<file path="src/hbpc_pkg.sv">
package hbpc_pkg;
	// register byte addresses (the bridge control offset is printed; the rest are placed alongside it)
	localparam logic [7:0] ADDR_OUTPUT   = 8'h04;
	localparam logic [7:0] ADDR_BRIDGE   = 8'h08;
	localparam logic [7:0] ADDR_SYSTEM_CONTROL_REGISTER   = 8'h0c;
	localparam logic [7:0] ADDR_SYSTEM_STATUS_REGISTER  = 8'h10;
	localparam logic [7:0] ADDR_IFLAG    = 8'h14;
	localparam logic [7:0] ADDR_IMASK    = 8'h18;
	localparam logic [7:0] ADDR_ISTAT    = 8'h1c;
	// bridge control fields
	localparam int         BC_CHOP_BIT   = 7;
	localparam int         BC_GAIN_BIT   = 6;
	localparam int         BC_CLS_LSB    = 0;
	localparam int         BC_CLS_W      = 3;
	localparam logic [7:0] BC_RESET      = 8'h00;
	localparam logic [7:0] BC_WMASK      = 8'hc7;
	// system control fields
	localparam int         SC_POWER_STAGE_ON_BIT   = 0;
	localparam int         SC_HTRST_BIT  = 1;
	localparam logic [1:0] SC_RESET      = 2'h0;
	// system status: bridge over-current flag
	localparam int         SS_OCF_BIT    = 0;
	// interrupt flag register fields
	localparam int         IF_HOT_BIT    = 0;
	localparam int         IF_LOW_BIT    = 1;
	localparam int         IF_HIGH_BIT   = 2;
	// sticky event status fields
	localparam int         EV_OCF        = 0;
	localparam int         EV_HOT        = 1;
	localparam int         EV_LOW        = 2;
	localparam int         EV_HIGH       = 3;
	localparam int         EV_RECIRC     = 4;
	localparam int         EV_W          = 5;
	localparam logic [7:0] OUT_RESET     = 8'h00;
	localparam int         SYNC_W        = 17;
endpackage

</file>
<file path="src/hbpc_sync.sv">
`timescale 1ns/1ns
`default_nettype none
module hbpc_sync #(
	parameter int W = 1
) (
	// clock and reset
	input  wire logic         pclk,
	input  wire logic         presetn,
	// data
	input  wire logic [W-1:0] d,
	output logic      [W-1:0] q
);
	logic [W-1:0] meta_reg;

	// first stage feeds only the second
	always_ff @(posedge pclk or negedge presetn) begin
		if (!presetn) begin
			meta_reg <= '0;
			q        <= '0;
		end else begin
			meta_reg <= d;
			q        <= meta_reg;
		end
	end
endmodule
`default_nettype wire

</file>
<file path="src/hbpc_top.sv">
// What this block does
// - with chop enabled, low sides 1,2 turn on at chop rise, 3,4 at fall
// - gain select one picks 500 mA range, zero picks 2.5 A range
// - recirculation output high exactly while any bridge senses recirculation
// - over-temperature prewarning sets the hot flag in interrupt flag register
// - hot limit with high-temperature reset enabled issues reset, kills all outputs
// - any high-side over-current switches off all four high sides
// - any low-side over-current switches off all four low sides
// - either over-current sets bridge over-current flag in system status
// - writing one or reset clears over-current flag and re-enables outputs
// - while low or high supply flag set, all outputs stay disabled
// - writing one or reset clears a supply flag and re-enables outputs
// - clearing a supply flag is futile while the supply fault persists
// - bridge control: chop bit 7, gain bit 6, limit bits 2..0, 5..3 zero
// - reset clears every bit of bridge control
// - no transistor turns on unless power stage on bit is set
// - both on-bits set in a bridge: only high side turns on
//
// Local design decision: the APB slave port.
`timescale 1ns/1ns
`default_nettype none
module hbpc_top (
	// apb slave
	input  wire logic        pclk,
	input  wire logic        presetn,
	input  wire logic        psel,
	input  wire logic        penable,
	input  wire logic        pwrite,
	input  wire logic [7:0]  paddr,
	input  wire logic [31:0] pwdata,
	output logic      [31:0] prdata,
	output logic             pready,
	output logic             pslverr,
	// analog sense inputs (asynchronous)
	input  wire logic        chop_pulse_source,
	input  wire logic [3:0]  recirc_sense,
	input  wire logic [3:0]  hs_overcurrent,
	input  wire logic [3:0]  ls_overcurrent,
	input  wire logic        hot_prewarn,
	input  wire logic        hot_limit,
	input  wire logic        low_supply,
	input  wire logic        high_supply,
	// gate drives for bridge_outputs_one_to_four
	output logic      [3:0]  high_side_gate,
	output logic      [3:0]  low_side_gate,
	// status outputs
	output logic             recirculation_detect,
	output logic             sense_gain_select,
	output logic      [2:0]  current_limit_select,
	output logic             thermal_reset_req,
	output logic             irq
);
	typedef enum logic [1:0] {
		HBPC_CHOP_IDLE = 2'b00,
		HBPC_CHOP_HIGH = 2'b01,
		HBPC_CHOP_LOW  = 2'b10
	} hbpc_chop_t;

	logic [16:0] s_q;
	logic        chop_s;
	logic [3:0]  recirc_s;
	logic [3:0]  hs_oc_s;
	logic [3:0]  ls_oc_s;
	logic        hot_pw_s;
	logic        hot_lim_s;
	logic        low_s;
	logic        high_s;

	hbpc_sync #(.W(hbpc_pkg::SYNC_W)) u_sync (
		.pclk    (pclk),
		.presetn (presetn),
		.d       ({chop_pulse_source, recirc_sense, hs_overcurrent, ls_overcurrent,
		           hot_prewarn, hot_limit, low_supply, high_supply}),
		.q       (s_q)
	);

	assign chop_s    = s_q[16];
	assign recirc_s  = s_q[15:12];
	assign hs_oc_s   = s_q[11:8];
	assign ls_oc_s   = s_q[7:4];
	assign hot_pw_s  = s_q[3];
	assign hot_lim_s = s_q[2];
	assign low_s     = s_q[1];
	assign high_s    = s_q[0];

	// apb decode: zero wait states
	logic wr_en;
	logic rd_en;
	logic rd_setup;
	assign pready  = 1'b1;
	// read data is captured in the setup cycle so it stands through the access cycle
	assign rd_setup = psel && !penable && !pwrite;
	assign wr_en   = psel && penable && pwrite;
	assign rd_en   = psel && penable && !pwrite;

	logic [7:0]      out_reg;
	logic [7:0]      bridge_reg;
	logic [1:0]      system_control_register_reg;
	logic            ocf_reg;
	logic            hs_trip_reg;
	logic            ls_trip_reg;
	logic [2:0]      iflag_reg;
	logic [4:0]      mask_reg;
	logic [4:0]      ev_reg;
	logic            recirc_prev_reg;
	logic            chop_prev_reg;
	hbpc_chop_t      chop_reg;
	logic [3:0]      chop_ls_reg;
	logic [31:0]     rdata_next;
	logic            err_next;
	logic            hit;

	always_comb begin
		rdata_next = 32'h0000_0000;
		hit        = 1'b1;
		if (paddr == hbpc_pkg::ADDR_OUTPUT) begin
			rdata_next[7:0] = out_reg;
		end else if (paddr == hbpc_pkg::ADDR_BRIDGE) begin
			rdata_next[7:0] = bridge_reg & hbpc_pkg::BC_WMASK;
		end else if (paddr == hbpc_pkg::ADDR_SYSTEM_CONTROL_REGISTER) begin
			rdata_next[1:0] = system_control_register_reg;
		end else if (paddr == hbpc_pkg::ADDR_SYSTEM_STATUS_REGISTER) begin
			rdata_next[hbpc_pkg::SS_OCF_BIT] = ocf_reg;
		end else if (paddr == hbpc_pkg::ADDR_IFLAG) begin
			rdata_next[2:0] = iflag_reg;
		end else if (paddr == hbpc_pkg::ADDR_IMASK) begin
			rdata_next[4:0] = mask_reg;
		end else if (paddr == hbpc_pkg::ADDR_ISTAT) begin
			rdata_next[4:0] = ev_reg;
		end else begin
			hit = 1'b0;
		end
		err_next = !hit;
	end

	always_ff @(posedge pclk or negedge presetn) begin
		if (!presetn) begin
			prdata <= 32'h0000_0000;
		end else if (rd_setup) begin
			prdata <= rdata_next;
		end
	end

	assign pslverr = psel && penable && err_next;

	// software control registers
	always_ff @(posedge pclk or negedge presetn) begin
		if (!presetn) begin
			out_reg    <= hbpc_pkg::OUT_RESET;
			bridge_reg <= hbpc_pkg::BC_RESET;
			system_control_register_reg <= hbpc_pkg::SC_RESET;
			mask_reg   <= 5'h00;
		end else if (wr_en) begin
			if (paddr == hbpc_pkg::ADDR_OUTPUT) begin
				out_reg <= pwdata[7:0];
			end else if (paddr == hbpc_pkg::ADDR_BRIDGE) begin
				bridge_reg <= pwdata[7:0] & hbpc_pkg::BC_WMASK;
			end else if (paddr == hbpc_pkg::ADDR_SYSTEM_CONTROL_REGISTER) begin
				system_control_register_reg <= pwdata[1:0];
			end else if (paddr == hbpc_pkg::ADDR_IMASK) begin
				mask_reg <= pwdata[4:0];
			end
		end
	end

	assign sense_gain_select    = bridge_reg[hbpc_pkg::BC_GAIN_BIT];
	assign current_limit_select = bridge_reg[hbpc_pkg::BC_CLS_LSB +: hbpc_pkg::BC_CLS_W];

	logic ocf_w1c;
	logic low_w1c;
	logic high_w1c;
	logic hot_w1c;
	assign ocf_w1c  = wr_en && paddr == hbpc_pkg::ADDR_SYSTEM_STATUS_REGISTER && pwdata[hbpc_pkg::SS_OCF_BIT];
	assign hot_w1c  = wr_en && paddr == hbpc_pkg::ADDR_IFLAG && pwdata[hbpc_pkg::IF_HOT_BIT];
	assign low_w1c  = wr_en && paddr == hbpc_pkg::ADDR_IFLAG && pwdata[hbpc_pkg::IF_LOW_BIT];
	assign high_w1c = wr_en && paddr == hbpc_pkg::ADDR_IFLAG && pwdata[hbpc_pkg::IF_HIGH_BIT];

	// over-current latch: set wins over clear
	always_ff @(posedge pclk or negedge presetn) begin
		if (!presetn) begin
			ocf_reg     <= 1'b0;
			hs_trip_reg <= 1'b0;
			ls_trip_reg <= 1'b0;
		end else begin
			if (|hs_oc_s) begin
				hs_trip_reg <= 1'b1;
			end else if (ocf_w1c) begin
				hs_trip_reg <= 1'b0;
			end
			if (|ls_oc_s) begin
				ls_trip_reg <= 1'b1;
			end else if (ocf_w1c) begin
				ls_trip_reg <= 1'b0;
			end
			if (|hs_oc_s || |ls_oc_s) begin
				ocf_reg <= 1'b1;
			end else if (ocf_w1c) begin
				ocf_reg <= 1'b0;
			end
		end
	end

	// supply and thermal flags; a live fault re-sets the flag at once
	always_ff @(posedge pclk or negedge presetn) begin
		if (!presetn) begin
			iflag_reg <= 3'h0;
		end else begin
			if (hot_pw_s) begin
				iflag_reg[hbpc_pkg::IF_HOT_BIT] <= 1'b1;
			end else if (hot_w1c) begin
				iflag_reg[hbpc_pkg::IF_HOT_BIT] <= 1'b0;
			end
			if (low_s) begin
				iflag_reg[hbpc_pkg::IF_LOW_BIT] <= 1'b1;
			end else if (low_w1c) begin
				iflag_reg[hbpc_pkg::IF_LOW_BIT] <= 1'b0;
			end
			if (high_s) begin
				iflag_reg[hbpc_pkg::IF_HIGH_BIT] <= 1'b1;
			end else if (high_w1c) begin
				iflag_reg[hbpc_pkg::IF_HIGH_BIT] <= 1'b0;
			end
		end
	end

	// thermal reset request: only while the enable is set
	always_ff @(posedge pclk or negedge presetn) begin
		if (!presetn) begin
			thermal_reset_req <= 1'b0;
		end else begin
			thermal_reset_req <= hot_lim_s && system_control_register_reg[hbpc_pkg::SC_HTRST_BIT];
		end
	end

	// offset chopping: low sides wait for their chop edge before turning on
	always_ff @(posedge pclk or negedge presetn) begin
		if (!presetn) begin
			chop_prev_reg <= 1'b0;
			chop_reg      <= HBPC_CHOP_IDLE;
			chop_ls_reg   <= 4'h0;
		end else begin
			chop_prev_reg <= chop_s;
			if (!bridge_reg[hbpc_pkg::BC_CHOP_BIT]) begin
				chop_reg    <= HBPC_CHOP_IDLE;
				chop_ls_reg <= 4'hf;
			end else begin
				case (chop_reg)
					HBPC_CHOP_IDLE: begin
						chop_ls_reg <= 4'h0;
						chop_reg    <= chop_s ? HBPC_CHOP_HIGH : HBPC_CHOP_LOW;
					end
					HBPC_CHOP_HIGH: begin
						if (!chop_s) begin
							chop_ls_reg <= chop_ls_reg | 4'hc;
							chop_reg    <= HBPC_CHOP_LOW;
						end
					end
					HBPC_CHOP_LOW: begin
						if (chop_s) begin
							chop_ls_reg <= chop_ls_reg | 4'h3;
							chop_reg    <= HBPC_CHOP_HIGH;
						end
					end
					default: chop_reg <= HBPC_CHOP_IDLE;
				endcase
			end
		end
	end

	// gate drive composition, registered
	logic [3:0] hs_req;
	logic [3:0] ls_req;
	logic       kill_all;
	genvar gi;
	generate
		for (gi = 0; gi < 4; gi++) begin : g_req
			assign hs_req[gi] = out_reg[2*gi+1];
			assign ls_req[gi] = out_reg[2*gi] && !out_reg[2*gi+1];
		end
	endgenerate
	// supply flags as well as raw levels gate outputs so a stale flag also blocks
	assign kill_all = !system_control_register_reg[hbpc_pkg::SC_POWER_STAGE_ON_BIT]
		|| iflag_reg[hbpc_pkg::IF_LOW_BIT] || iflag_reg[hbpc_pkg::IF_HIGH_BIT]
		|| low_s || high_s
		|| (hot_lim_s && system_control_register_reg[hbpc_pkg::SC_HTRST_BIT]);
	// raw levels cut the gates in the same cycle the flag is set, saving one cycle of exposure

	always_ff @(posedge pclk or negedge presetn) begin
		if (!presetn) begin
			high_side_gate <= 4'h0;
			low_side_gate  <= 4'h0;
		end else begin
			high_side_gate <= (kill_all || hs_trip_reg || (|hs_oc_s)) ? 4'h0 : hs_req;
			low_side_gate  <= (kill_all || ls_trip_reg || (|ls_oc_s)) ? 4'h0 : (ls_req & chop_ls_reg);
		end
	end

	always_ff @(posedge pclk or negedge presetn) begin
		if (!presetn) begin
			recirculation_detect <= 1'b0;
			recirc_prev_reg      <= 1'b0;
		end else begin
			recirculation_detect <= |recirc_s;
			recirc_prev_reg      <= |recirc_s;
		end
	end

	// sticky events, cleared by reading the event status; set wins over clear
	logic [4:0] ev_set;
	logic       ev_rd;
	assign ev_set = {(|recirc_s) && !recirc_prev_reg, high_s, low_s, hot_pw_s, (|hs_oc_s) || (|ls_oc_s)};
	assign ev_rd  = rd_en && paddr == hbpc_pkg::ADDR_ISTAT;

	always_ff @(posedge pclk or negedge presetn) begin
		if (!presetn) begin
			ev_reg <= 5'h00;
			irq    <= 1'b0;
		end else begin
			// only bits already returned are cleared, so an event during the read is kept
			ev_reg <= (ev_rd ? (ev_reg & ~prdata[4:0]) : ev_reg) | ev_set;
			irq    <= |(((ev_rd ? (ev_reg & ~prdata[4:0]) : ev_reg) | ev_set) & mask_reg);
		end
	end
endmodule
`default_nettype wire

</file>
<file path="config.mk">
export PLATFORM = sky130hd
export DESIGN_NAME = hbpc_top
export DESIGN_NICKNAME = d
export VERILOG_FILES = /design/src/hbpc_pkg.sv /design/src/hbpc_sync.sv /design/src/hbpc_top.sv
export SDC_FILE = /design/constraint.sdc
export NUM_CORES = 1
export LEC_CHECK = 0
export BUFFER_PORTS_ARGS = -buffer_cell sky130_fd_sc_hd__buf_2
export CAP_MARGIN = 20
export CORE_UTILIZATION = 26
export DETAILED_ROUTE_END_ITERATION = 8
export PLACE_DENSITY_LB_ADDON = 0.2
export SYNTH_ARGS = -nofsm -noshare
export SYNTH_HDL_FRONTEND = slang
export SYNTH_HIERARCHICAL = 1
export SYNTH_SLANG_ARGS = --single-unit
</file>
<file path="constraint.sdc">
create_clock -name pclk -period 4.9 [get_ports pclk]
set_input_delay 0.49 -clock pclk [delete_from_list [all_inputs] [get_ports pclk]]
set_output_delay 0.49 -clock pclk [all_outputs]
set_load 0.1 [all_outputs]
</file>
# After elaboration in Yosys (flattened, before gate mapping)
# Cells that the tools add are included.
[op_classes] n_addsub=0 order_cmp=0 mux=40 n_bitwise=8 n_eq_ne=15 shift=0 mul=0 n_reduce_logical=56 div_mod_pow=0
[op_table] cell="$eq A8 B5 Y1 const B" n=4
[op_table] cell="$mux W4" n=5
[op_table] cell="$mux W5" n=4
[op_table] cell="$logic_and A1 B1 Y1" n=19
[op_table] cell="$mux W1" n=18
[op_table] cell="$eq A8 B4 Y1 const B" n=2
[op_table] cell="$mux W2" n=7
[op_table] cell="$pmux W4 S3" n=1
[op_table] cell="$reduce_bool A2 Y1" n=6
[op_table] cell="$reduce_or A4 Y1" n=3
[op_table] cell="$and A5 B5 Y5" n=2
[op_table] cell="$logic_or A1 B1 Y1" n=10
[op_table] cell="$logic_not A1 Y1" n=9
[op_table] cell="$mux W3" n=3
[op_table] cell="$reduce_and A3 Y1" n=3
[op_table] cell="$eq A8 B3 Y1 const B" n=1
[op_table] cell="$mux W8" n=1
[op_table] cell="$ne A3 B1 Y1 const B" n=2
[op_table] cell="$pmux W2 S3" n=1
[op_table] cell="$not A5 Y5" n=1
[op_table] cell="$or A5 B5 Y5" n=1
[op_table] cell="$reduce_and A5 Y1" n=1
[op_table] cell="$reduce_or A5 Y1" n=1
[op_table] cell="$and A4 B4 Y4" n=1
[op_table] cell="other kinds (9)" n=13
[totals] mem_count=0 ram_bits=0 out_inout_bits=49 mem_bits_ro=0 wordCells=141 in_bits=62 latchBits=0 ff_bits=90

# Logic depth before layout (Yosys ltp)
# Gate-level depths: netlist of the first run.
[depth] word_depth=10 depth_mapped=7

# Cells and area by module
# Netlist of the first run, hierarchy kept.
[modules_own_cells] mod="hbpc_top" area_per_inst_um2=2642.5 seq_area_each_um2=1351.3 n_inst=1 cells_per_inst=240
[modules_own_cells] mod="hbpc_sync" area_per_inst_um2=850.8 seq_area_each_um2=850.8 n_inst=1 cells_per_inst=34

# Worst setup path after synthesis of the first run
# Ideal clock, no wire load.
[synth_path] kind="input -> output" from="in paddr[1]" to="out pslverr" t_required_ns=4.410 cell_stages=4 n_path_buf=1 slack_ns=2.595 arrival_ns=1.815 path_cell_list="or2_1 -> or4_1 -> buf_2 -> o21a_1"
[synth_via] elab_chain_cells=10
[synth_lines] element="start: declaration" line="hbpc_top.sv:29" text="input wire logic [7:0] paddr,"
[synth_lines] element="$eq A8 B5 Y1" line="hbpc_top.sv:128" text="end else if (paddr == hbpc_pkg::ADDR_ISTAT) begin"
[synth_lines] element="$mux W1" line="hbpc_top.sv:128"
[synth_lines] element="$mux W1" line="hbpc_top.sv:126" text="end else if (paddr == hbpc_pkg::ADDR_IMASK) begin"
[synth_lines] element="$mux W1" line="hbpc_top.sv:124" text="end else if (paddr == hbpc_pkg::ADDR_IFLAG) begin"
[synth_lines] element="$mux W1" line="hbpc_top.sv:122" text="end else if (paddr == hbpc_pkg::ADDR_SYSTEM_STATUS_REGISTER) begin"
[synth_lines] element="$mux W1" line="hbpc_top.sv:120" text="end else if (paddr == hbpc_pkg::ADDR_SYSTEM_CONTROL_REGISTER) begin"
[synth_lines] element="$mux W1" line="hbpc_top.sv:118" text="end else if (paddr == hbpc_pkg::ADDR_BRIDGE) begin"
[synth_lines] element="$mux W1 (*)" line="hbpc_top.sv:116" text="if (paddr == hbpc_pkg::ADDR_OUTPUT) begin"
[synth_lines] element="$logic_not A1 Y1 (*)" line="hbpc_top.sv:133" text="err_next = !hit;"
[synth_lines] element="$logic_and A1 B1 Y1 (*)" line="hbpc_top.sv:144" text="assign pslverr = psel && penable && err_next;"
[synth_lines] element="end: declaration" line="hbpc_top.sv:33" text="output logic pslverr,"
# Every way passes the cells marked *; elsewhere a longest branch is shown, timed or not.

# Worst setup path in the final report of the first run
# Ends and elaborated chain as after synthesis.

==> results of run 1 <==
worst max-delay path, stage by stage:
cell and delay [ns]:
buf_2 0.10, or2_1 0.23, or4_1 0.65, o21a_1 0.27, buf_2 0.28
synth_stat cells, drive strengths merged:
cell and n:
nand2 26, a221o 2, nor2b 3, or3 1, dfrtp 88, mux2i 2
and3b 1, a311oi 1, nor3b 7, and2 6, o22ai 2, o21ai 2
or2 2, conb 2, or3b 1, a221oi 2, mux2 23, or4 4
and4 1, clkbuf 4, nor2 15, a22o 1, mux4 1, nand3 4
nand4 1, o31ai 2, inv 3, a22oi 3, nor4 2, a21o 7
o21a 3, a31oi 2, nand4b 2, a211oi 1, or4b 1, and3 1
buf 30, nand2b 1, o22a 2, o221ai 1, a21oi 3, nor3 7
nor4b 1
cell type report:
type / instances / area, µm²
tap: 172 / 215
timing repair buffer: 62 / 315
inverter: 3 / 11.3
sequential: 88 / 2200
clock inverter: 6 / 92.6
multi-input combinational: 172 / 1130
clock buffer: 10 / 229
fill: 1318 / 8680
per-stage QoR:
stage                     power, mW  worst slack (ns)  hold WS (ns)
after CTS                      1.71              2.38        0.0786
after global placement        0.972              2.36         0.335
after floorplan               0.939              2.60         0.194
final                          1.69              2.38        0.0717
after global routing           1.76              2.34        0.0975
after detailed placement      0.973              2.37         0.335
worst max path at each step:
stage / startpoint / endpoint / slack (ns) / cells after the start
2_1_floorplan: paddr[1] / pslverr / 2.60 / 4
5_1_grt: paddr[1] / pslverr / 2.34 / 5
3_5_place_dp: paddr[1] / pslverr / 2.37 / 5
6_report: paddr[1] / pslverr / 2.38 / 5
4_1_cts: paddr[1] / pslverr / 2.38 / 5
3_3_place_gp: paddr[1] / prdata[4]$_DFFE_PN0P_ / 2.36 / 6
layer usage:
layer / vias up / global-route usage, %
met1: 1060 / 15.5
met4: 0 / 4.09
met3: 10 / 3.88
met5: - / 0
met2: 71 / 17.6
li1: 1034 / -
cell usage in the layout, fill, tap and decap left out, drive strengths merged, types with 3 or more instances in the layout:
cell    netlist  routed
nor3b         7       7
mux2         23      23
clkbuf        4      10
nand3         4       4
a21o          7       7
conb          2      25
nor3          7       7
dfrtp        88      88
buf          30      62
nor2         15      15
o21a          3       3
or4           4       4
a22oi         3       3
inv           3       4
and2          6       6
nand2        26      26
nor2b         3       3
a21oi         3       3
power by group:
group          total (mW)  switching, mW  internal [mW]
registers           0.759         0.0105          0.748
logic               0.198          0.169         0.0295
clock network       0.732          0.281          0.450
cell families after synthesis:
| family | Yosys count | synth area share [%] |
|---|---|---|
| flops | 88 | 63.0 |
| buf+inv | 37 | 7.02 |
| compound gates | 34 | 7.20 |
| mux | 26 | 8.63 |
| simple gates | 87 | 13.9 |
| other cells | 2 | 0.215 |
==> impl_metrics.py, run 1 <==
metrics = {
    "status": {
        "status": "finished clean",
    },
    "sta": {
        "worstMarginPinSlew_ns": 0.815,
        "skew_ns": 0.00377,
        "slew_headroom_pct": 45.5,
        "fin_tns_setup_ns": 0,
        "rsz0062_at_grt": "false",
        "max_freq_ghz": 0.397,
        "finalMaxSlewViolations": 0,
        "final_hold_viol_count": 0,
        "period_share_pct": 51.3,
        "period_needed_ns": 2.52,
        "setup_viol": 0,
    },
    "cts": {
        "cts_root_buffer": "clkbuf_16",
        "htree_levels": 3,
        "clock-sinks": 88,
        "insertion_delay_ns": 0.33,
        "cts_resized": 0,
        "cts_hold_buffers": 0,
        "cts_setup_buffers": 0,
        "path_clk_slew_ns": 0.06,
        "cts_buffers": 9,
        "cts_buffer_depth": 2,
        "cts_tree": "yes",
    },
    "synthesis": {
        "syn-cell-area_um2": 3490,
        "yosys_warnings": 6,
        "ys_seq_area_share_pct": 63.0,
        "yosysTopAreaCellShare_pct": 63.0,
        "synth.distinct_cells": 48,
        "yosys-top-cells-area": "dfrtp_1 (63%), mux2_2 (7.4%), buf_4 (6.0%), nand2_1 (2.7%), nor2_1 (1.6%)",
        "yosys.area.top_type": "dfrtp_1",
        "syn-instance-count": 274,
        "syn_avg_cell_area_um2": 12.7,
        "ys_seq_elements": 88,
    },
    "power": {
        "irDropWorstVdd_uv": 177,
        "leakagePower_nw": 1.94,
        "powerDensity_nw_per_um2": 402,
    },
    "placed_design": {
        "post_dp_cell_area_um2": 3880,
        "gp_congestion": 0.751,
        "place_inst": 497,
        "hpwlAfterDp_mm": 5.49,
        "numPortBuffers": 61,
    },
    "critical_path": {
        "r2r_cells": 5,
        "crit_path_max_fanout": 8,
        "cp-end-kind": "primary output",
        "r2r_slack_ns": 2.83,
        "critPathKind": "input pin to primary output",
        "worst-endpoint-required_ns": 4.41,
        "cp.arrival_ns": 2.03,
        "reg2reg_from": "iflag_reg[2]$_DFFE_PN0P_",
        "start_kind": "input pin",
        "r2r_end": "low_side_gate[1]$_DFF_PN0_",
    },
    "route": {
        "vias_per_cell": 4.24,
        "vias": 2175,
        "wl_met1_mm": 3.55,
        "wl_met3_um": 390,
        "top_layer": "met4",
        "route.antenna.remaining_nets": 0,
        "drcViolationCount": 0,
        "drt-total-wl_mm": 7.45,
        "wl_per_cell_um": 14.5,
        "dr.pass1.iters": 4,
        "drt_iter0_markers": 68,
        "met2_length_mm": 3.40,
    },
    "run": {
        "cap_viol_max_count": 0,
    },
    "global_route": {
        "grt_pass1_vias": 2246,
        "grt_overflow_total": 0,
        "grt_max_degree": 58,
        "grt_antenna_before_repair": 0,
        "grt_usage_pct": 11.7,
        "grt_pass1_wl_mm": 12.2,
    },
    "layout": {
        "postLayoutCellArea_um2": 4200,
        "instances_no_fill": 513,
        "layout-drive-gt1-share_pct": 31.1,
        "fin_util_pct": 32.6,
        "area_growth_syn_to_layout_pct": 20.2,
        "diodes": 0,
        "nets": 398,
    },
    "floorplan": {
        "core_um2": 12900,
        "fp.dieW_um": 118,
        "core.rowCount": 41,
        "initial_core_util_pct": 27.1,
        "ios": 111,
        "fp.dieH_um": 118,
        "dieArea_um2": 13900,
    },
    "min_path": {
        "min_path_type": "input pin to asynchronous set/reset pin",
    },
}
No activity file was read; power rests on OpenSTA's default activity.
==> run 2, diff against run 1 <==
- clock period: 4.9 -> 2.6 ns (I/O delays scaled with it)
==> run 2 against run 1 <==
Hold slack got worse by 0.049 ns. Routed wire length decreased by 1.4%. Sequential cell count unchanged. Via count is 1.5% higher. Sequential share of layout area is 0.28 points lower. Clock power increased by 82%. Global-route usage fell by 0.089 points. Critical path type is now flip-flop to flip-flop.
==> impl_metrics.py, run 2 (synthesis results as in run 1) <==
metrics = {
    "status": {
        "status": "finished clean",
    },
    "power": {
        "swShare_pct": 28.2,
        "cell_internal_pwr_mw": 2.25,
        "p_switching_uw": 885,
        "clkPwrFrac_pct": 42.4,
        "seqPwrFrac_pct": 45.6,
        "power_mw": 3.14,
        "leakagePower_nw": 1.95,
        "irDropWorstVdd_uv": 311,
        "pwr-share-comb_pct": 12.0,
        "powerDensity_nw_per_um2": 744,
    },
    "cts": {
        "path_clk_slew_ns": 0.06,
        "clock-sinks": 88,
        "cts_buffers": 9,
        "cts_buffer_depth": 2,
        "htree_levels": 3,
        "cts_tree": "yes",
        "cts_root_buffer": "clkbuf_16",
        "insertion_delay_ns": 0.34,
        "cts_setup_buffers": 0,
    },
    "route": {
        "vias_per_cell": 4.29,
        "route.antenna.remaining_nets": 0,
        "wl_per_cell_um": 14.3,
        "drt-total-wl_mm": 7.35,
        "vias": 2207,
        "drt_iter0_markers": 115,
        "drcViolationCount": 0,
        "dr.pass1.iters": 4,
    },
    "critical_path": {
        "max_stage_delay_ns": 0.49,
        "start_kind": "flip-flop",
        "cp.arrival_ns": 2.36,
        "cp_slowest_cell": "or4b_1",
        "critPathKind": "flip-flop to flip-flop",
        "worst-endpoint-required_ns": 2.85,
        "cp-end-kind": "flip-flop",
        "path_cells": "or4b_1 -> or3_1 -> nor3_1 -> nand2_1 -> nor3b_1",
        "crit_path_max_fanout": 3,
    },
    "sta": {
        "period_share_pct": 81.2,
        "worstMarginPinSlew_ns": 0.789,
        "final_hold_viol_count": 0,
        "period_needed_ns": 2.11,
        "max_freq_ghz": 0.473,
        "fin_tns_setup_ns": 0,
        "slew_headroom_pct": 47.3,
        "skew_ns": 0.00513,
        "fin_ws_ns": 0.488,
        "hold_slack_ns": 0.0230,
        "finalMaxSlewViolations": 0,
        "setup_viol": 0,
        "rsz0062_at_grt": "false",
    },
    "placed_design": {
        "place_ws_ns": 0.379,
        "place_inst": 498,
        "hpwlAfterDp_mm": 5.44,
        "post_dp_cell_area_um2": 3900,
        "gp_congestion": 0.757,
        "numPortBuffers": 61,
    },
    "layout": {
        "nets": 400,
        "fin_util_pct": 32.8,
        "diodes": 0,
        "instances_no_fill": 515,
        "fillers": 1305,
        "final_cell_mix": "dfrtp_1 (88), buf_2 (60), nand2_1 (25), conb_1 (25), mux2_2 (23)",
        "layout-drive-gt1-share_pct": 31.5,
        "area_growth_syn_to_layout_pct": 20.8,
        "final_common_cell": "dfrtp_1",
        "postLayoutCellArea_um2": 4220,
    },
    "floorplan": {
        "dieArea_um2": 13900,
        "fp.dieH_um": 118,
        "core.rowCount": 41,
        "core_um2": 12900,
        "initial_core_util_pct": 27.1,
        "fp.dieW_um": 118,
        "ios": 111,
    },
    "global_route": {
        "grt_usage_pct": 11.6,
        "grt_max_degree": 54,
        "grt_pass1_vias": 2238,
        "grt_pass1_wl_mm": 12.4,
        "grt_antenna_before_repair": 0,
        "grt_overflow_total": 0,
    },
    "min_path": {
        "min_path_type": "input pin to flip-flop",
    },
    "run": {
        "cap_viol_max_count": 0,
    },
}
-- run 2: cell types whose count changed in the layout (fill, tap and decap cells not counted), sizes merged --
| cell | delta |
|---|---|
| buf | +1 |
| bufinv | -1 |
| clkinv | -1 |
| dlygate4sd3 | +1 |
| inv | +2 |
-- run 2: path summary, 6_finish.rpt --
| kind | start | to | slack, ns | cells past startpoint |
|---|---|---|---|---|
| worst min register to register | u_sync/meta_reg[16]$_DFF_PN0_ | u_sync/q[16]$_DFF_PN0_ | 0.35 | 0 |
| min in group asynchronous | presetn | u_sync/meta_reg[12]$_DFF_PN0_ | 0.50 | 2 |
| max in group asynchronous | presetn | out_reg[7]$_DFFE_PN0P_ | 1.46 | 3 |
| worst max-delay path | iflag_reg[2]$_DFFE_PN0P_ | low_side_gate[2]$_DFF_PN0_ | 0.49 | 5 |
| worst min-delay path | recirc_sense[0] | u_sync/meta_reg[12]$_DFF_PN0_ | 0.02 | 1 |
| worst max register to register | iflag_reg[2]$_DFFE_PN0P_ | low_side_gate[2]$_DFF_PN0_ | 0.49 | 5 |
-- run 2: routing by layer --
metal / track usage, % / wire length (µm)
met5: 0 / 0
met4: 4.17 / 124
met3: 3.78 / 394
met2: 17.1 / 3240
met1: 15.7 / 3590
-- run 2: power groups by stage --
stage	clock (mW)	sequential (mW)	combinational [mW]
finish	1.33	1.43	0.377
detailed placement	0	1.46	0.379
global placement	0	1.46	0.379
floorplan	0	1.52	0.252
global route	1.44	1.43	0.400
CTS	1.37	1.43	0.381
-- run 2: what timing repair did --
action,4_1_cts,5_1_grt
hold buffers,1,0
resized for setup,0,0
setup endpoints to repair,0,0
hold endpoints to repair,52,0
-- run 2: worst max-delay path: cells and delay by family (launching register included) --
kind	cells	cell delay, ns
flops	1	0.41
simple gates	5	1.61
-- run 2: layout make-up --
cell class	instances	area [µm²]	area share, %
repair buffers	64	345	8.18
inverters	3	11.3	0.267
clock buffers	10	239	5.66
well taps	172	215	5.10
multi-input cells	172	1130	26.8
clock inverters	6	75.1	1.78
flip-flops and latches	88	2200	52.2
==> run 3, diff against run 2 <==
- clock period: 2.6 -> 1.9 ns (I/O delays scaled with it)
==> run 3 against run 2 <==
Register-to-register slack lost 0.46 ns. Non-clock buffer count up 42. Final cell count rose by 8.0%. Clock-buffer cell count did not move. Clock skew is 0.00092 ns lower.
==> impl_metrics.py, run 3 (synthesis results as in run 1) <==
metrics = {
    "power": {
        "irDropWorstVdd_uv": 428,
        "seqPwrFrac_pct": 46.1,
        "power_mw": 4.25,
        "pwr-share-comb_pct": 13.4,
        "clkPwrFrac_pct": 40.5,
        "swShare_pct": 27.9,
        "p_switching_mw": 1.18,
        "cell_internal_pwr_mw": 3.06,
        "leakagePower_nw": 2.13,
        "powerDensity_nw_per_um2": 921,
    },
    "placed_design": {
        "hpwlAfterDp_mm": 5.75,
        "post_dp_cell_area_um2": 4080,
        "place_ws_ns": -0.133,
        "numPortBuffers": 61,
        "gp_congestion": 0.814,
    },
    "global_route": {
        "grt_pass1_vias": 2347,
        "grt_max_degree": 44,
        "grt_pass1_wl_mm": 12.6,
        "grt_usage_pct": 12.1,
        "grt_overflow_total": 0,
        "grt_antenna_before_repair": 0,
    },
    "sta": {
        "final_hold_viol_count": 0,
        "finalMaxSlewViolations": 0,
        "rsz0062_at_grt": "true",
        "fin_ws_ns": 0.0265,
        "max_freq_ghz": 0.534,
        "setup_viol": 0,
        "hold_slack_ns": 0.0862,
        "skew_ns": 0.00421,
        "fin_tns_setup_ns": 0,
        "period_share_pct": 98.6,
        "period_needed_ns": 1.87,
    },
    "layout": {
        "multi_input_area_um2": 1180,
        "postLayoutCellArea_um2": 4610,
        "nets": 442,
        "layout-drive-gt1-share_pct": 37.0,
        "regArea_um2": 2200,
        "fillers": 1279,
        "final_cell_mix": "dfrtp_1 (86), buf_2 (59), buf_4 (28)",
        "area_growth_syn_to_layout_pct": 31.9,
        "diodes": 0,
        "final_common_cell": "dfrtp_1",
    },
    "critical_path": {
        "start_kind": "flip-flop",
        "r2r_end": "low_side_gate[1]$_DFF_PN0_",
        "cp-end-kind": "flip-flop",
        "reg2reg_from": "iflag_reg[2]$_DFFE_PN0P_",
        "cp_slowest_cell": "or4b_1",
        "worst-endpoint-required_ns": 2.15,
        "crit_path_max_fanout": 2,
        "critical_path.top_delay_family": "simple AND/OR/NAND/NOR gates",
        "cp.arrival_ns": 2.13,
        "max_stage_delay_ns": 0.52,
        "r2r_slack_ns": 0.03,
        "r2r_cells": 6,
        "path_cells": "or4b_1 -> or3_4 -> nor3_2 -> buf_4 -> nand2_4 -> nor3b_4",
        "critPathKind": "flip-flop to flip-flop",
        "critPathBufInv": 1,
    },
    "route": {
        "drt_iter0_markers": 79,
        "dr.pass1.iters": 4,
        "route.antenna.remaining_nets": 0,
        "drt-total-wl_mm": 7.71,
        "vias_per_cell": 4.23,
        "vias": 2352,
        "drcViolationCount": 0,
        "wl_per_cell_um": 13.9,
    },
    "cts": {
        "clock-sinks": 88,
        "cts_tree": "yes",
        "cts_buffers": 9,
        "insertion_delay_ns": 0.34,
        "cts_root_buffer": "clkbuf_16",
        "path_clk_slew_ns": 0.06,
        "htree_levels": 3,
        "cts_buffer_depth": 2,
    },
    "floorplan": {
        "core_um2": 12900,
        "fp.dieH_um": 118,
        "fp.dieW_um": 118,
        "ios": 111,
        "dieArea_um2": 13900,
        "core.rowCount": 41,
        "initial_core_util_pct": 27.1,
    },
    "min_path": {
        "whs_endpoint": "out_reg[5]$_DFFE_PN0P_",
        "hold_depth": 2,
        "min_from": "pwdata[5]",
        "min_path_type": "input pin to flip-flop",
    },
    "status": {
        "status": "finished clean",
    },
    "run": {
        "cap_viol_max_count": 0,
    },
}
run 3: how the worst max path moves through the flow:
stage	start	to	slack, ns	cells past startpoint
2_1_floorplan	u_sync/q[9]$_DFF_PN0_	irq$_DFF_PN0_	0.10	4
3_5_place_dp	iflag_reg[1]$_DFFE_PN0P_	low_side_gate[1]$_DFF_PN0_	-0.13	6
4_1_cts	iflag_reg[1]$_DFFE_PN0P_	low_side_gate[1]$_DFF_PN0_	-0.01	6
3_3_place_gp	iflag_reg[1]$_DFFE_PN0P_	low_side_gate[1]$_DFF_PN0_	-0.16	6
6_report	iflag_reg[2]$_DFFE_PN0P_	low_side_gate[1]$_DFF_PN0_	0.03	6
5_1_grt	iflag_reg[2]$_DFFE_PN0P_	low_side_gate[2]$_DFF_PN0_	-0.09	6
run 3: metrics by stage:
step                      util [%]  cells
after floorplan                  -    297
after global placement        31.7    522
after detailed placement      31.7    522
after CTS                     35.6    555
after global routing          35.8    556
final                         35.8    556
run 3: layout make-up:
type	count	share of cell area, %
Multi-Input combinational cell	172	25.7
Timing Repair Buffer	106	15.3
Sequential cell	88	47.8
Clock buffer	10	4.97
Inverter	3	0.244
Clock inverter	5	1.28
Tap cell	172	4.67
run 3: what timing repair did:
| action | in CTS | in global routing |
|---|---|---|
| setup buffers | 0 | 1 |
| pin swaps | 1 | 6 |
| resized for setup | 7 | 7 |
| hold endpoints to repair | 39 | 0 |
| hold buffers | 18 | 0 |
| setup endpoints to repair | 6 | 6 |
run 3: power by group through the flow:
stage               Clock [mW]  Sequential (mW)  Combinational, mW
detailed placement           0             1.99              0.545
floorplan                    0             2.08              0.344
finish                    1.72             1.96              0.570
global placement             0             1.99              0.543
global route              1.88             1.96              0.600
CTS                       1.78             1.96              0.574
run 3: layer usage:
| layer | up-vias | track usage (%) | wire [µm] |
|---|---|---|---|
| li1 | 1122 | - | - |
| met1 | 1135 | 16.1 | 3660 |
| met2 | 81 | 18.3 | 3530 |
| met3 | 14 | 3.00 | 347 |
| met4 | 0 | 6.01 | 171 |
| met5 | - | 0 | 0 |
